$ cat src/dpio_pkg.sv
// Package with offsets, reset values, access states and strobe decode for the dual I/O port
package dpio_pkg;

  localparam int unsigned DPIO_W        = 8;
  localparam int unsigned DPIO_TERMS    = 24;
  localparam int unsigned DPIO_WIDE_CS  = 4;
  localparam int unsigned DPIO_WIDE_PT  = 4;
  localparam int unsigned DPIO_NARR_PT  = 2;

  localparam logic [2:0] OFS_PA_PIN = 3'h2;
  localparam logic [2:0] OFS_PB_PIN = 3'h3;
  localparam logic [2:0] OFS_PA_DIR = 3'h4;
  localparam logic [2:0] OFS_PB_DIR = 3'h5;
  localparam logic [2:0] OFS_PA_DAT = 3'h6;
  localparam logic [2:0] OFS_PB_DAT = 3'h7;

  localparam logic [7:0] RST_DIR    = 8'h00;
  localparam logic [7:0] RST_DAT    = 8'h00;
  localparam logic [7:0] RST_SAMPLE = 8'h00;
  localparam logic [7:0] ALL_DRIVE  = 8'h00;
  localparam logic [7:0] ALL_FLOAT  = 8'hFF;

  typedef enum logic [1:0] {
    ACC_IDLE = 2'b00,
    ACC_WR   = 2'b01,
    ACC_RD   = 2'b10
  } dpio_acc_e;

  // Write cycle: style 0 uses write strobe low, style 1 uses E high with R/W low
  function automatic logic dpio_wr_act(input logic style, input logic wr_rw, input logic rd_e);
    dpio_wr_act = style ? (rd_e & ~wr_rw) : ~wr_rw;
  endfunction

  // Read cycle: style 0 uses read strobe low, style 1 uses E high with R/W high
  function automatic logic dpio_rd_act(input logic style, input logic wr_rw, input logic rd_e);
    dpio_rd_act = style ? (rd_e & wr_rw) : ~rd_e;
  endfunction

endpackage

$ cat src/dpio_pt_if.sv
// Interface carrying decoder product terms and the formed chip-select outputs
`timescale 1ns/1ps
`default_nettype none
interface dpio_pt_if;
  import dpio_pkg::*;
  logic [DPIO_TERMS-1:0] terms;
  logic [DPIO_W-1:0]     cs;
  modport src (output terms, input cs);
  modport frm (input terms, output cs);
endinterface
`default_nettype wire

$ cat src/dpio_cs_form.sv
// Forms the eight decoder select outputs from their product terms
`timescale 1ns/1ps
`default_nettype none
module dpio_cs_form
  import dpio_pkg::*;
(
  dpio_pt_if.frm pt
);

  genvar n;
  generate
    for (n = 0; n < DPIO_WIDE_CS; n++) begin : g_wide
      assign pt.cs[n] = |pt.terms[n*DPIO_WIDE_PT +: DPIO_WIDE_PT];
    end
    for (n = DPIO_WIDE_CS; n < DPIO_W; n++) begin : g_narrow
      assign pt.cs[n] = |pt.terms[DPIO_WIDE_CS*DPIO_WIDE_PT + (n-DPIO_WIDE_CS)*DPIO_NARR_PT
                                  +: DPIO_NARR_PT];
    end
  endgenerate

endmodule
`default_nettype wire

$ cat src/dpio_top.sv
// Dual 8-bit I/O port with general I/O, latched address, track, chip-select and data-bus roles
`timescale 1ns/1ps
`default_nettype none
module dpio_top
  import dpio_pkg::*;
(
  input  wire logic                  ref_clk_i,
  input  wire logic                  rst_n_i,
  input  wire logic [DPIO_W-1:0]     ad_i,
  output logic      [DPIO_W-1:0]     ad_o,
  output logic      [DPIO_W-1:0]     ad_oe_n_o,
  input  wire logic                  address_latch_strobe_i,
  input  wire logic                  wr_rw_i,
  input  wire logic                  read_strobe_i,
  input  wire logic                  byte_high_enable_n_i,
  input  wire logic                  port_register_space_i,
  input  wire logic                  track_read_in_select_i,
  input  wire logic                  track_address_out_select_i,
  input  wire logic                  track_write_out_select_i,
  input  wire logic [DPIO_TERMS-1:0] product_terms_i,
  input  wire logic                  strobe_style_bit_i,
  input  wire logic                  nonmux_mode_i,
  input  wire logic                  bus16_mode_i,
  input  wire logic                  pa_track_mode_i,
  input  wire logic [DPIO_W-1:0]     pa_latched_addr_sel_i,
  input  wire logic [DPIO_W-1:0]     pb_decoder_sel_i,
  input  wire logic [DPIO_W-1:0]     pa_driver_type_select_i,
  input  wire logic [DPIO_W-1:0]     pb_driver_type_select_i,
  input  wire logic [DPIO_W-1:0]     first_port_pins_i,
  output logic      [DPIO_W-1:0]     first_port_pins_o,
  output logic      [DPIO_W-1:0]     first_port_pins_oe_n_o,
  input  wire logic [DPIO_W-1:0]     second_port_pins_i,
  output logic      [DPIO_W-1:0]     second_port_pins_o,
  output logic      [DPIO_W-1:0]     second_port_pins_oe_n_o
);

  logic [DPIO_W-1:0] pa_direction_flop;
  logic [DPIO_W-1:0] pa_dat_ff;
  logic [DPIO_W-1:0] pb_direction_flop;
  logic [DPIO_W-1:0] pb_dat_ff;
  logic [DPIO_W-1:0] ad_ff;
  logic              ale_ff;
  logic [DPIO_W-1:0] addr_lat_ff;
  dpio_acc_e         acc_st_ff;
  logic [2:0]        acc_addr_ff;
  logic              wide_ff;
  logic [DPIO_W-1:0] wlo_ff;
  logic [DPIO_W-1:0] whi_ff;
  logic [DPIO_W-1:0] pa_o_ff;
  logic [DPIO_W-1:0] pa_oe_n_ff;
  logic [DPIO_W-1:0] pb_o_ff;
  logic [DPIO_W-1:0] pb_oe_n_ff;
  logic [DPIO_W-1:0] ad_o_ff;
  logic [DPIO_W-1:0] ad_oe_n_ff;
  logic [DPIO_W-1:0] nxt_pa_o;
  logic [DPIO_W-1:0] nxt_pa_oe_n;
  logic [DPIO_W-1:0] nxt_pb_o;
  logic [DPIO_W-1:0] nxt_pb_oe_n;
  logic [DPIO_W-1:0] nxt_ad_o;
  logic [DPIO_W-1:0] nxt_ad_oe_n;
  logic              wr_act;
  logic              rd_act;
  logic              rd_on;
  logic              commit;
  logic [2:0]        req_addr;
  logic              req_wide;
  logic [DPIO_W-1:0] rlo;
  logic [DPIO_W-1:0] rhi;

  dpio_pt_if pt_bus ();
  assign pt_bus.terms = product_terms_i;
  dpio_cs_form u_cs_form (
    .pt (pt_bus.frm)
  );

  // Register byte as seen by a host read; pin-sample bytes show live pin levels
  function automatic logic [DPIO_W-1:0] reg_byte(input logic [2:0] a);
    case (a)
      OFS_PA_PIN: reg_byte = first_port_pins_i;
      OFS_PB_PIN: reg_byte = second_port_pins_i;
      OFS_PA_DIR: reg_byte = pa_direction_flop;
      OFS_PB_DIR: reg_byte = pb_direction_flop;
      OFS_PA_DAT: reg_byte = pa_dat_ff;
      OFS_PB_DAT: reg_byte = pb_dat_ff;
      default:    reg_byte = RST_SAMPLE;
    endcase
  endfunction

  assign wr_act   = dpio_wr_act(strobe_style_bit_i, wr_rw_i, read_strobe_i);
  assign rd_act   = dpio_rd_act(strobe_style_bit_i, wr_rw_i, read_strobe_i);
  assign rd_on    = (acc_st_ff == ACC_RD) && rd_act;
  assign commit   = (acc_st_ff == ACC_WR) && !wr_act;
  // Non-multiplexed hosts present the address directly on the address pins
  assign req_addr = nonmux_mode_i ? ad_i[2:0] : addr_lat_ff[2:0];
  // Paired access needs 16-bit mode, byte-high-enable low and an even offset
  assign req_wide = bus16_mode_i && !byte_high_enable_n_i && !req_addr[0];
  // Procedural so later register and pin changes reach the read bytes
  always_comb begin
    rlo = reg_byte(acc_addr_ff);
    rhi = reg_byte(acc_addr_ff | 3'h1);
  end

  // Address/data pins and strobe sampled for trailing-edge detection
  always_ff @(posedge ref_clk_i or negedge rst_n_i) begin
    if (!rst_n_i) begin
      ad_ff  <= RST_DAT;
      ale_ff <= 1'b0;
    end else begin
      ad_ff  <= ad_i;
      ale_ff <= address_latch_strobe_i;
    end
  end

  // Low-order address latch, bit n feeds Port A pin n
  always_ff @(posedge ref_clk_i or negedge rst_n_i) begin
    if (!rst_n_i) begin
      addr_lat_ff <= RST_DAT;
    end else if (ale_ff && !address_latch_strobe_i) begin
      addr_lat_ff <= ad_ff;
    end
  end

  // Host access sequencer
  always_ff @(posedge ref_clk_i or negedge rst_n_i) begin
    if (!rst_n_i) begin
      acc_st_ff   <= ACC_IDLE;
      acc_addr_ff <= 3'h0;
      wide_ff     <= 1'b0;
    end else begin
      case (acc_st_ff)
        ACC_IDLE: begin
          if (port_register_space_i && (wr_act || rd_act)) begin
            acc_st_ff   <= wr_act ? ACC_WR : ACC_RD;
            acc_addr_ff <= req_addr;
            wide_ff     <= req_wide;
          end
        end
        ACC_WR: begin
          if (!wr_act) begin
            acc_st_ff <= ACC_IDLE;
          end
        end
        ACC_RD: begin
          if (!rd_act) begin
            acc_st_ff <= ACC_IDLE;
          end
        end
        default: acc_st_ff <= ACC_IDLE;
      endcase
    end
  end

  // Write data follows the bus while the strobe is active
  always_ff @(posedge ref_clk_i or negedge rst_n_i) begin
    if (!rst_n_i) begin
      wlo_ff <= RST_DAT;
      whi_ff <= RST_DAT;
    end else if (wr_act) begin
      wlo_ff <= nonmux_mode_i ? first_port_pins_i : ad_i;
      whi_ff <= second_port_pins_i;
    end
  end

  // Direction and output-data registers, committed at end of write strobe
  always_ff @(posedge ref_clk_i or negedge rst_n_i) begin
    if (!rst_n_i) begin
      pa_direction_flop <= RST_DIR;
      pb_direction_flop <= RST_DIR;
      pa_dat_ff <= RST_DAT;
      pb_dat_ff <= RST_DAT;
    end else if (commit) begin
      case (acc_addr_ff)
        OFS_PA_DIR: begin
          pa_direction_flop <= wlo_ff;
          if (wide_ff) begin
            pb_direction_flop <= whi_ff;
          end
        end
        OFS_PB_DIR: pb_direction_flop <= wlo_ff;
        OFS_PA_DAT: begin
          pa_dat_ff <= wlo_ff;
          if (wide_ff) begin
            pb_dat_ff <= whi_ff;
          end
        end
        OFS_PB_DAT: pb_dat_ff <= wlo_ff;
        default: begin
        end
      endcase
    end
  end

  // Pin drive selection; configuration inputs are static
  always_comb begin
    logic drv;
    logic val;
    drv         = 1'b0;
    val         = 1'b0;
    nxt_pa_o    = RST_DAT;
    nxt_pa_oe_n = ALL_FLOAT;
    nxt_pb_o    = RST_DAT;
    nxt_pb_oe_n = ALL_FLOAT;
    nxt_ad_o    = RST_DAT;
    nxt_ad_oe_n = ALL_FLOAT;
    for (int i = 0; i < DPIO_W; i++) begin
      if (pa_track_mode_i) begin
        drv = (track_address_out_select_i && address_latch_strobe_i)
           || (track_write_out_select_i && wr_act);
        nxt_pa_o[i]    = ad_i[i];
        nxt_pa_oe_n[i] = !drv;
      end else begin
        if (nonmux_mode_i) begin
          drv = rd_on;
          val = rlo[i];
        end else if (pa_latched_addr_sel_i[i]) begin
          drv = 1'b1;
          val = addr_lat_ff[i];
        end else begin
          drv = pa_direction_flop[i];
          val = pa_dat_ff[i];
        end
        // Open-drain releases the pin for a high level
        nxt_pa_o[i]    = pa_driver_type_select_i[i] ? 1'b0 : val;
        nxt_pa_oe_n[i] = !(drv && !(pa_driver_type_select_i[i] && val));
      end
      if (bus16_mode_i && rd_on && wide_ff) begin
        drv = 1'b1;
        val = rhi[i];
      end else if (pb_decoder_sel_i[i]) begin
        drv = 1'b1;
        val = pt_bus.cs[i];
      end else begin
        drv = pb_direction_flop[i];
        val = pb_dat_ff[i];
      end
      nxt_pb_o[i]    = pb_driver_type_select_i[i] ? 1'b0 : val;
      nxt_pb_oe_n[i] = !(drv && !(pb_driver_type_select_i[i] && val));
    end
    if (pa_track_mode_i && track_read_in_select_i && rd_act) begin
      nxt_ad_o    = first_port_pins_i;
      nxt_ad_oe_n = ALL_DRIVE;
    end else if (!nonmux_mode_i && rd_on) begin
      nxt_ad_o    = rlo;
      nxt_ad_oe_n = ALL_DRIVE;
    end
  end

  always_ff @(posedge ref_clk_i or negedge rst_n_i) begin
    if (!rst_n_i) begin
      pa_o_ff    <= RST_DAT;
      pa_oe_n_ff <= ALL_FLOAT;
      pb_o_ff    <= RST_DAT;
      pb_oe_n_ff <= ALL_FLOAT;
      ad_o_ff    <= RST_DAT;
      ad_oe_n_ff <= ALL_FLOAT;
    end else begin
      pa_o_ff    <= nxt_pa_o;
      pa_oe_n_ff <= nxt_pa_oe_n;
      pb_o_ff    <= nxt_pb_o;
      pb_oe_n_ff <= nxt_pb_oe_n;
      ad_o_ff    <= nxt_ad_o;
      ad_oe_n_ff <= nxt_ad_oe_n;
    end
  end

  assign first_port_pins_o       = pa_o_ff;
  assign first_port_pins_oe_n_o  = pa_oe_n_ff;
  assign second_port_pins_o      = pb_o_ff;
  assign second_port_pins_oe_n_o = pb_oe_n_ff;
  assign ad_o                    = ad_o_ff;
  assign ad_oe_n_o               = ad_oe_n_ff;

  a_gpio_input_float: assert property (
    @(posedge ref_clk_i) disable iff (!rst_n_i)
    (!pa_track_mode_i && !nonmux_mode_i && !pa_latched_addr_sel_i[0] && !pa_direction_flop[0])
      |=> first_port_pins_oe_n_o[0])
    else $error("Input pin is driven");

  a_gpio_output_data: assert property (
    @(posedge ref_clk_i) disable iff (!rst_n_i)
    (!pa_track_mode_i && !nonmux_mode_i && !pa_latched_addr_sel_i[0]
      && !pa_driver_type_select_i[0] && pa_direction_flop[0])
      |=> (!first_port_pins_oe_n_o[0] && first_port_pins_o[0] == $past(pa_dat_ff[0])))
    else $error("Output pin does not show data bit");

  a_pin_sample_read: assert property (
    @(posedge ref_clk_i) disable iff (!rst_n_i)
    (rd_on && acc_addr_ff == OFS_PA_PIN && !pa_track_mode_i && !nonmux_mode_i)
      |=> (ad_oe_n_o == ALL_DRIVE && ad_o == $past(first_port_pins_i)))
    else $error("Pin-sample read differs from pin level");

  a_open_drain_high: assert property (
    @(posedge ref_clk_i) disable iff (!rst_n_i)
    (!pb_decoder_sel_i[0] && !bus16_mode_i && pb_driver_type_select_i[0]
      && pb_direction_flop[0] && pb_dat_ff[0])
      |=> second_port_pins_oe_n_o[0])
    else $error("Open-drain pin driven high");

  a_addr_latch_edge: assert property (
    @(posedge ref_clk_i) disable iff (!rst_n_i)
    (ale_ff && !address_latch_strobe_i) |=> (addr_lat_ff == $past(ad_ff)))
    else $error("Address not latched at strobe end");

  a_track_addr_out: assert property (
    @(posedge ref_clk_i) disable iff (!rst_n_i)
    (pa_track_mode_i && track_address_out_select_i && address_latch_strobe_i)
      |=> (first_port_pins_oe_n_o == ALL_DRIVE && first_port_pins_o == $past(ad_i)))
    else $error("Track address not passed to Port A");

  a_track_write_out: assert property (
    @(posedge ref_clk_i) disable iff (!rst_n_i)
    (pa_track_mode_i && track_write_out_select_i && wr_act)
      |=> (first_port_pins_oe_n_o == ALL_DRIVE && first_port_pins_o == $past(ad_i)))
    else $error("Track write data not passed to Port A");

  a_track_read_in: assert property (
    @(posedge ref_clk_i) disable iff (!rst_n_i)
    (pa_track_mode_i && track_read_in_select_i && rd_act)
      |=> (ad_oe_n_o == ALL_DRIVE && ad_o == $past(first_port_pins_i)))
    else $error("Track read data not passed to bus");

  a_track_float_idle: assert property (
    @(posedge ref_clk_i) disable iff (!rst_n_i)
    (pa_track_mode_i && !(track_address_out_select_i && address_latch_strobe_i)
      && !(track_write_out_select_i && wr_act))
      |=> first_port_pins_oe_n_o == ALL_FLOAT)
    else $error("Track port driven while idle");

  a_select_route: assert property (
    @(posedge ref_clk_i) disable iff (!rst_n_i)
    (pb_decoder_sel_i[0] && !bus16_mode_i && !pb_driver_type_select_i[0])
      |=> (!second_port_pins_oe_n_o[0]
           && second_port_pins_o[0] == $past(|product_terms_i[3:0])))
    else $error("Select 0 not routed to Port B pin 0");

  a_wide_read_high: assert property (
    @(posedge ref_clk_i) disable iff (!rst_n_i)
    (bus16_mode_i && rd_on && wide_ff && acc_addr_ff == OFS_PA_DIR
      && pb_driver_type_select_i == 8'h00)
      |=> (second_port_pins_oe_n_o == ALL_DRIVE && second_port_pins_o == $past(pb_direction_flop)))
    else $error("Wide read high byte not on Port B");

endmodule
`default_nettype wire

$ cat config.mk
export PLATFORM = sky130hd
export DESIGN_NAME = dpio_top
export DESIGN_NICKNAME = d
export VERILOG_FILES = /design/src/dpio_pkg.sv /design/src/dpio_pt_if.sv /design/src/dpio_cs_form.sv /design/src/dpio_top.sv
export SDC_FILE = /design/constraint.sdc
export NUM_CORES = 1
export LEC_CHECK = 0
export BUFFER_PORTS_ARGS = -buffer_cell sky130_fd_sc_hd__buf_2
export CAP_MARGIN = 20
export CORE_MARGIN = 1
export CORE_UTILIZATION = 53
export DETAILED_ROUTE_END_ITERATION = 10
export PLACE_DENSITY_LB_ADDON = 0.08
export SETUP_SLACK_MARGIN = 0.5
export SLEW_MARGIN = 20
export SYNTH_ARGS = -nofsm -noshare
export SYNTH_HDL_FRONTEND = slang
export SYNTH_SLANG_ARGS = --single-unit
$ cat constraint.sdc
create_clock -name ref_clk_i -period 2.24 [get_ports ref_clk_i]
set_clock_uncertainty 0.15 [all_clocks]
set_input_delay 0.112 -clock ref_clk_i [delete_from_list [all_inputs] [get_ports ref_clk_i]]
set_output_delay 0.112 -clock ref_clk_i [all_outputs]
set_load 0.03 [all_outputs]
==> impl_metrics.env <==
export IMPL_syn_area_per_cell_sq_um=10.76
export IMPL_rr_worst_depth=5
export IMPL_hold_start="pa_latched_addr_sel_i[3]"
export IMPL_cts_buffers=9
export IMPL_drt_pass1_iterations=5
export IMPL_coreArea_sq_mm=0.009864
export IMPL_hold_depth=3
export IMPL_layout_common_cells="141 x buf_2, 94 x dfrtp_1, 70 x nand2_1"
export IMPL_io_buffers=141
export IMPL_globalplace_congestion=0.8450
export IMPL_post_drt_wl_per_cell_um=18.20
export IMPL_r2r_slack_ps=330
export IMPL_grt_antenna_before_repair=0
export IMPL_hold_end="first_port_pins_oe_n_o[3]$_DFF_PN1_"
export IMPL_synth_edf_count=0
export IMPL_drive_gt1_share_pct=38.67
export IMPL_overflow=0
export IMPL_grt_max_degree=45
export IMPL_async_flop_share_pct=100.0
export IMPL_ys_seq_area_share_pct=51.96
export IMPL_clk_latency_ps=370
export IMPL_worstSetupPathType="reg2reg"
export IMPL_final_fill_count=643
export IMPL_die_y_um=103.3
export IMPL_min_path_type="in2reg"
export IMPL_powerDensity_mw_per_mm2=810.0
export IMPL_cts_tree="built"
export IMPL_wl_mm=15.83
export IMPL_end_kind="flop"
export IMPL_p_leak_nw=3.684
export IMPL_fp_dieArea_sq_mm=0.01066
export IMPL_cp_max_fo=6
export IMPL_status="completed"
export IMPL_utilization_pct=77.54
export IMPL_nNetsFinal=826
export IMPL_syn_inst=505
export IMPL_tightest_slew_ps=717.0
export IMPL_route_detailed_drc=0
export IMPL_initialDrtViolationCount=237
export IMPL_syn_area_sq_mm=0.005435
export IMPL_htree_levels=3
export IMPL_ant_nets=0
export IMPL_rsz0062_at_grt="true"
export IMPL_cp_start_kind="flop"
export IMPL_die_w_um=103.3
export IMPL_ir_worst_vdd_v=0.0003908
export IMPL_slew_headroom_pct=52.10
export IMPL_setup_violations=0
export IMPL_setup_tns_final_ps=0
export IMPL_synth_main_ff_cell="dfrtp_1"
export IMPL_ys_seq_elements=112
export IMPL_num_rows=36
export IMPL_final_hold_viol_count=0
export IMPL_synth_fp_nets=599
export IMPL_vias=4881
export IMPL_synth_warnings=0
export IMPL_whs_ps=18.24
export IMPL_grt_pass1_wl_mm=23.14
export IMPL_clkSlewWorstSetupHoldPaths_ps=110
export IMPL_cts_path_max_buffers=2
export IMPL_total_power_mw=6.196
export IMPL_grt_pass1_vias=4687
export IMPL_max_cap_violations=0
export IMPL_gr_usage_all_layers_pct=29.50
export IMPL_n_antenna_cell=0
export IMPL_synthToLayoutAreaGrowth_pct=40.72
export IMPL_min_period_ps=1914
export IMPL_crit_start="acc_addr_ff[2]$_DFFE_PN0P_"
export IMPL_viasPerCell=5.610
export IMPL_clock_root_buffer="clkbuf_8"
export IMPL_clock_sinks=112
export IMPL_fmax_mhz=522.4
export IMPL_boundaryPins=142
export IMPL_cp_data_arrival_time_ps=2080
export IMPL_ys_types=48
export IMPL_final_max_slew_viol_count=0
export IMPL_start_util_pct=55.10
export IMPL_required_ps=2400
export IMPL_layout_commonest_cell="buf_2"
export IMPL_reg2reg_from="acc_addr_ff[2]$_DFFE_PN0P_"
export IMPL_hpwl_mm=10.64
export IMPL_post_route_period_util_pct=85.45
export IMPL_r2r_end="first_port_pins_oe_n_o[2]$_DFF_PN1_"
==> area by class of cell <==
cell class	count	area, sq um	area share [%]
Clock buffer	11	131.4	1.718
Clock inverter	5	57.56	0.7525
Inverter	22	90.09	1.178
Multi-Input combinational cell	346	2721	35.58
Sequential cell	112	2825	36.94
Tap cell	133	166.4	2.176
Timing Repair Buffer	241	1657	21.66
==> sequential cells by signal, indices dropped and copies added, names as in the netlist <==
| name | count |
|---|---|
| ale_ff | 1 |
| whi_ff | 8 |
| second_port_pins_oe_n_o | 8 |
| first_port_pins_oe_n_o | 8 |
| addr_lat_ff | 8 |
| ad_o | 8 |
| wide_ff | 1 |
| first_port_pins_o | 8 |
| acc_addr_ff | 3 |
| ad_ff | 8 |
| pb_dat_ff | 8 |
| ad_oe_n_o | 1 |
| acc_st_ff | 2 |
| second_port_pins_o | 8 |
| pa_direction_flop | 8 |
| pa_dat_ff | 8 |
| wlo_ff | 8 |
| pb_direction_flop | 8 |
==> layer usage <==
layer / part of all wire, % / global-route usage, %
met2: 52 / 52.41
met1: 41 / 36.86
met3: 5.5 / 4.637
met5: 0 / 0
met4: 2.2 / 9.859
==> how the worst max path moves through the flow <==
stage,endpoint,slack [ps],cells after the start
finish,first_port_pins_oe_n_o[2]$_DFF_PN1_,330,5
global route,first_port_pins_oe_n_o[2]$_DFF_PN1_,300,5
CTS,first_port_pins_oe_n_o[7]$_DFF_PN1_,350,5
detailed placement,first_port_pins_oe_n_o[2]$_DFF_PN1_,310,5
global placement,first_port_pins_oe_n_o[2]$_DFF_PN1_,350,5
floorplan,second_port_pins_oe_n_o[2]$_DFF_PN1_,480,5
==> cells by family after synthesis <==
logic type	Yosys count	synth area share [%]
muxes	92	18.02
and+or+nand+nor	150	12.15
AOI/OAI and AO/OA	103	13.72
DFF	112	51.96
buffers and inverters	48	4.144
==> critical path, cell delays in order (launching register included) <==
cell	delay, ps
dfrtp_1	420
buf_6	150
mux2i_1	140
mux4_2	550
a211oi_4	260
a221o_1	190
==> repair_timing <==
item | CTS | global route
buffers inserted | 6 | 11
cloned | 1 | 2
hold endpoints to repair | 171 | 0
endpoints found under the setup margin | 59 | 65
hold buffers | 61 | 0
pin swaps | 7 | 9
resized for setup | 19 | 44
==> through the flow <==
step | cells | setup slack (ps) | instance area, sq um
5_1_grt | 870 | 300.0 | 7649
3_5_place_dp | 773 | 309.7 | 6384
4_1_cts | 857 | 350.3 | 7317
2_1_floorplan | 505 | 483.2 | 5520
6_report | 870 | 325.8 | 7649
3_3_place_gp | 773 | 352.2 | 6384
==> where the power goes <==
part | switching, mW | internal [mW]
Clock | 0.677 | 0.522
Combinational | 1.16 | 1.01
Sequential | 0.375 | 2.45
Total | 2.21 | 3.98
==> synthesized netlist by cell type, types with 2 or more instances <==
master | instances | area [sq um]
a211oi_1 | 6 | 45.04
a21oi_1 | 11 | 55.05
a221o_1 | 8 | 80.08
a22o_1 | 8 | 70.07
buf_1 | 3 | 11.26
buf_2 | 6 | 30.03
buf_4 | 8 | 60.06
clkbuf_1 | 8 | 30.03
dfrtp_1 | 95 | 2377
dfstp_2 | 17 | 446.7
inv_1 | 21 | 78.83
mux2_2 | 27 | 304.0
mux2i_1 | 63 | 630.6
mux4_2 | 2 | 45.04
nand2_1 | 74 | 277.8
nand2b_1 | 4 | 25.02
nand3_1 | 2 | 10.01
nand3b_1 | 3 | 22.52
nor2_1 | 43 | 161.4
nor2b_1 | 8 | 50.05
nor3_1 | 2 | 10.01
nor4_1 | 4 | 25.02
o2111ai_1 | 3 | 26.28
o21ai_0 | 35 | 175.2
o22ai_1 | 4 | 25.02
o2bb2ai_1 | 7 | 61.31
o311a_1 | 5 | 50.05
o32ai_1 | 8 | 70.07
Power figures use the tool's default switching activity.
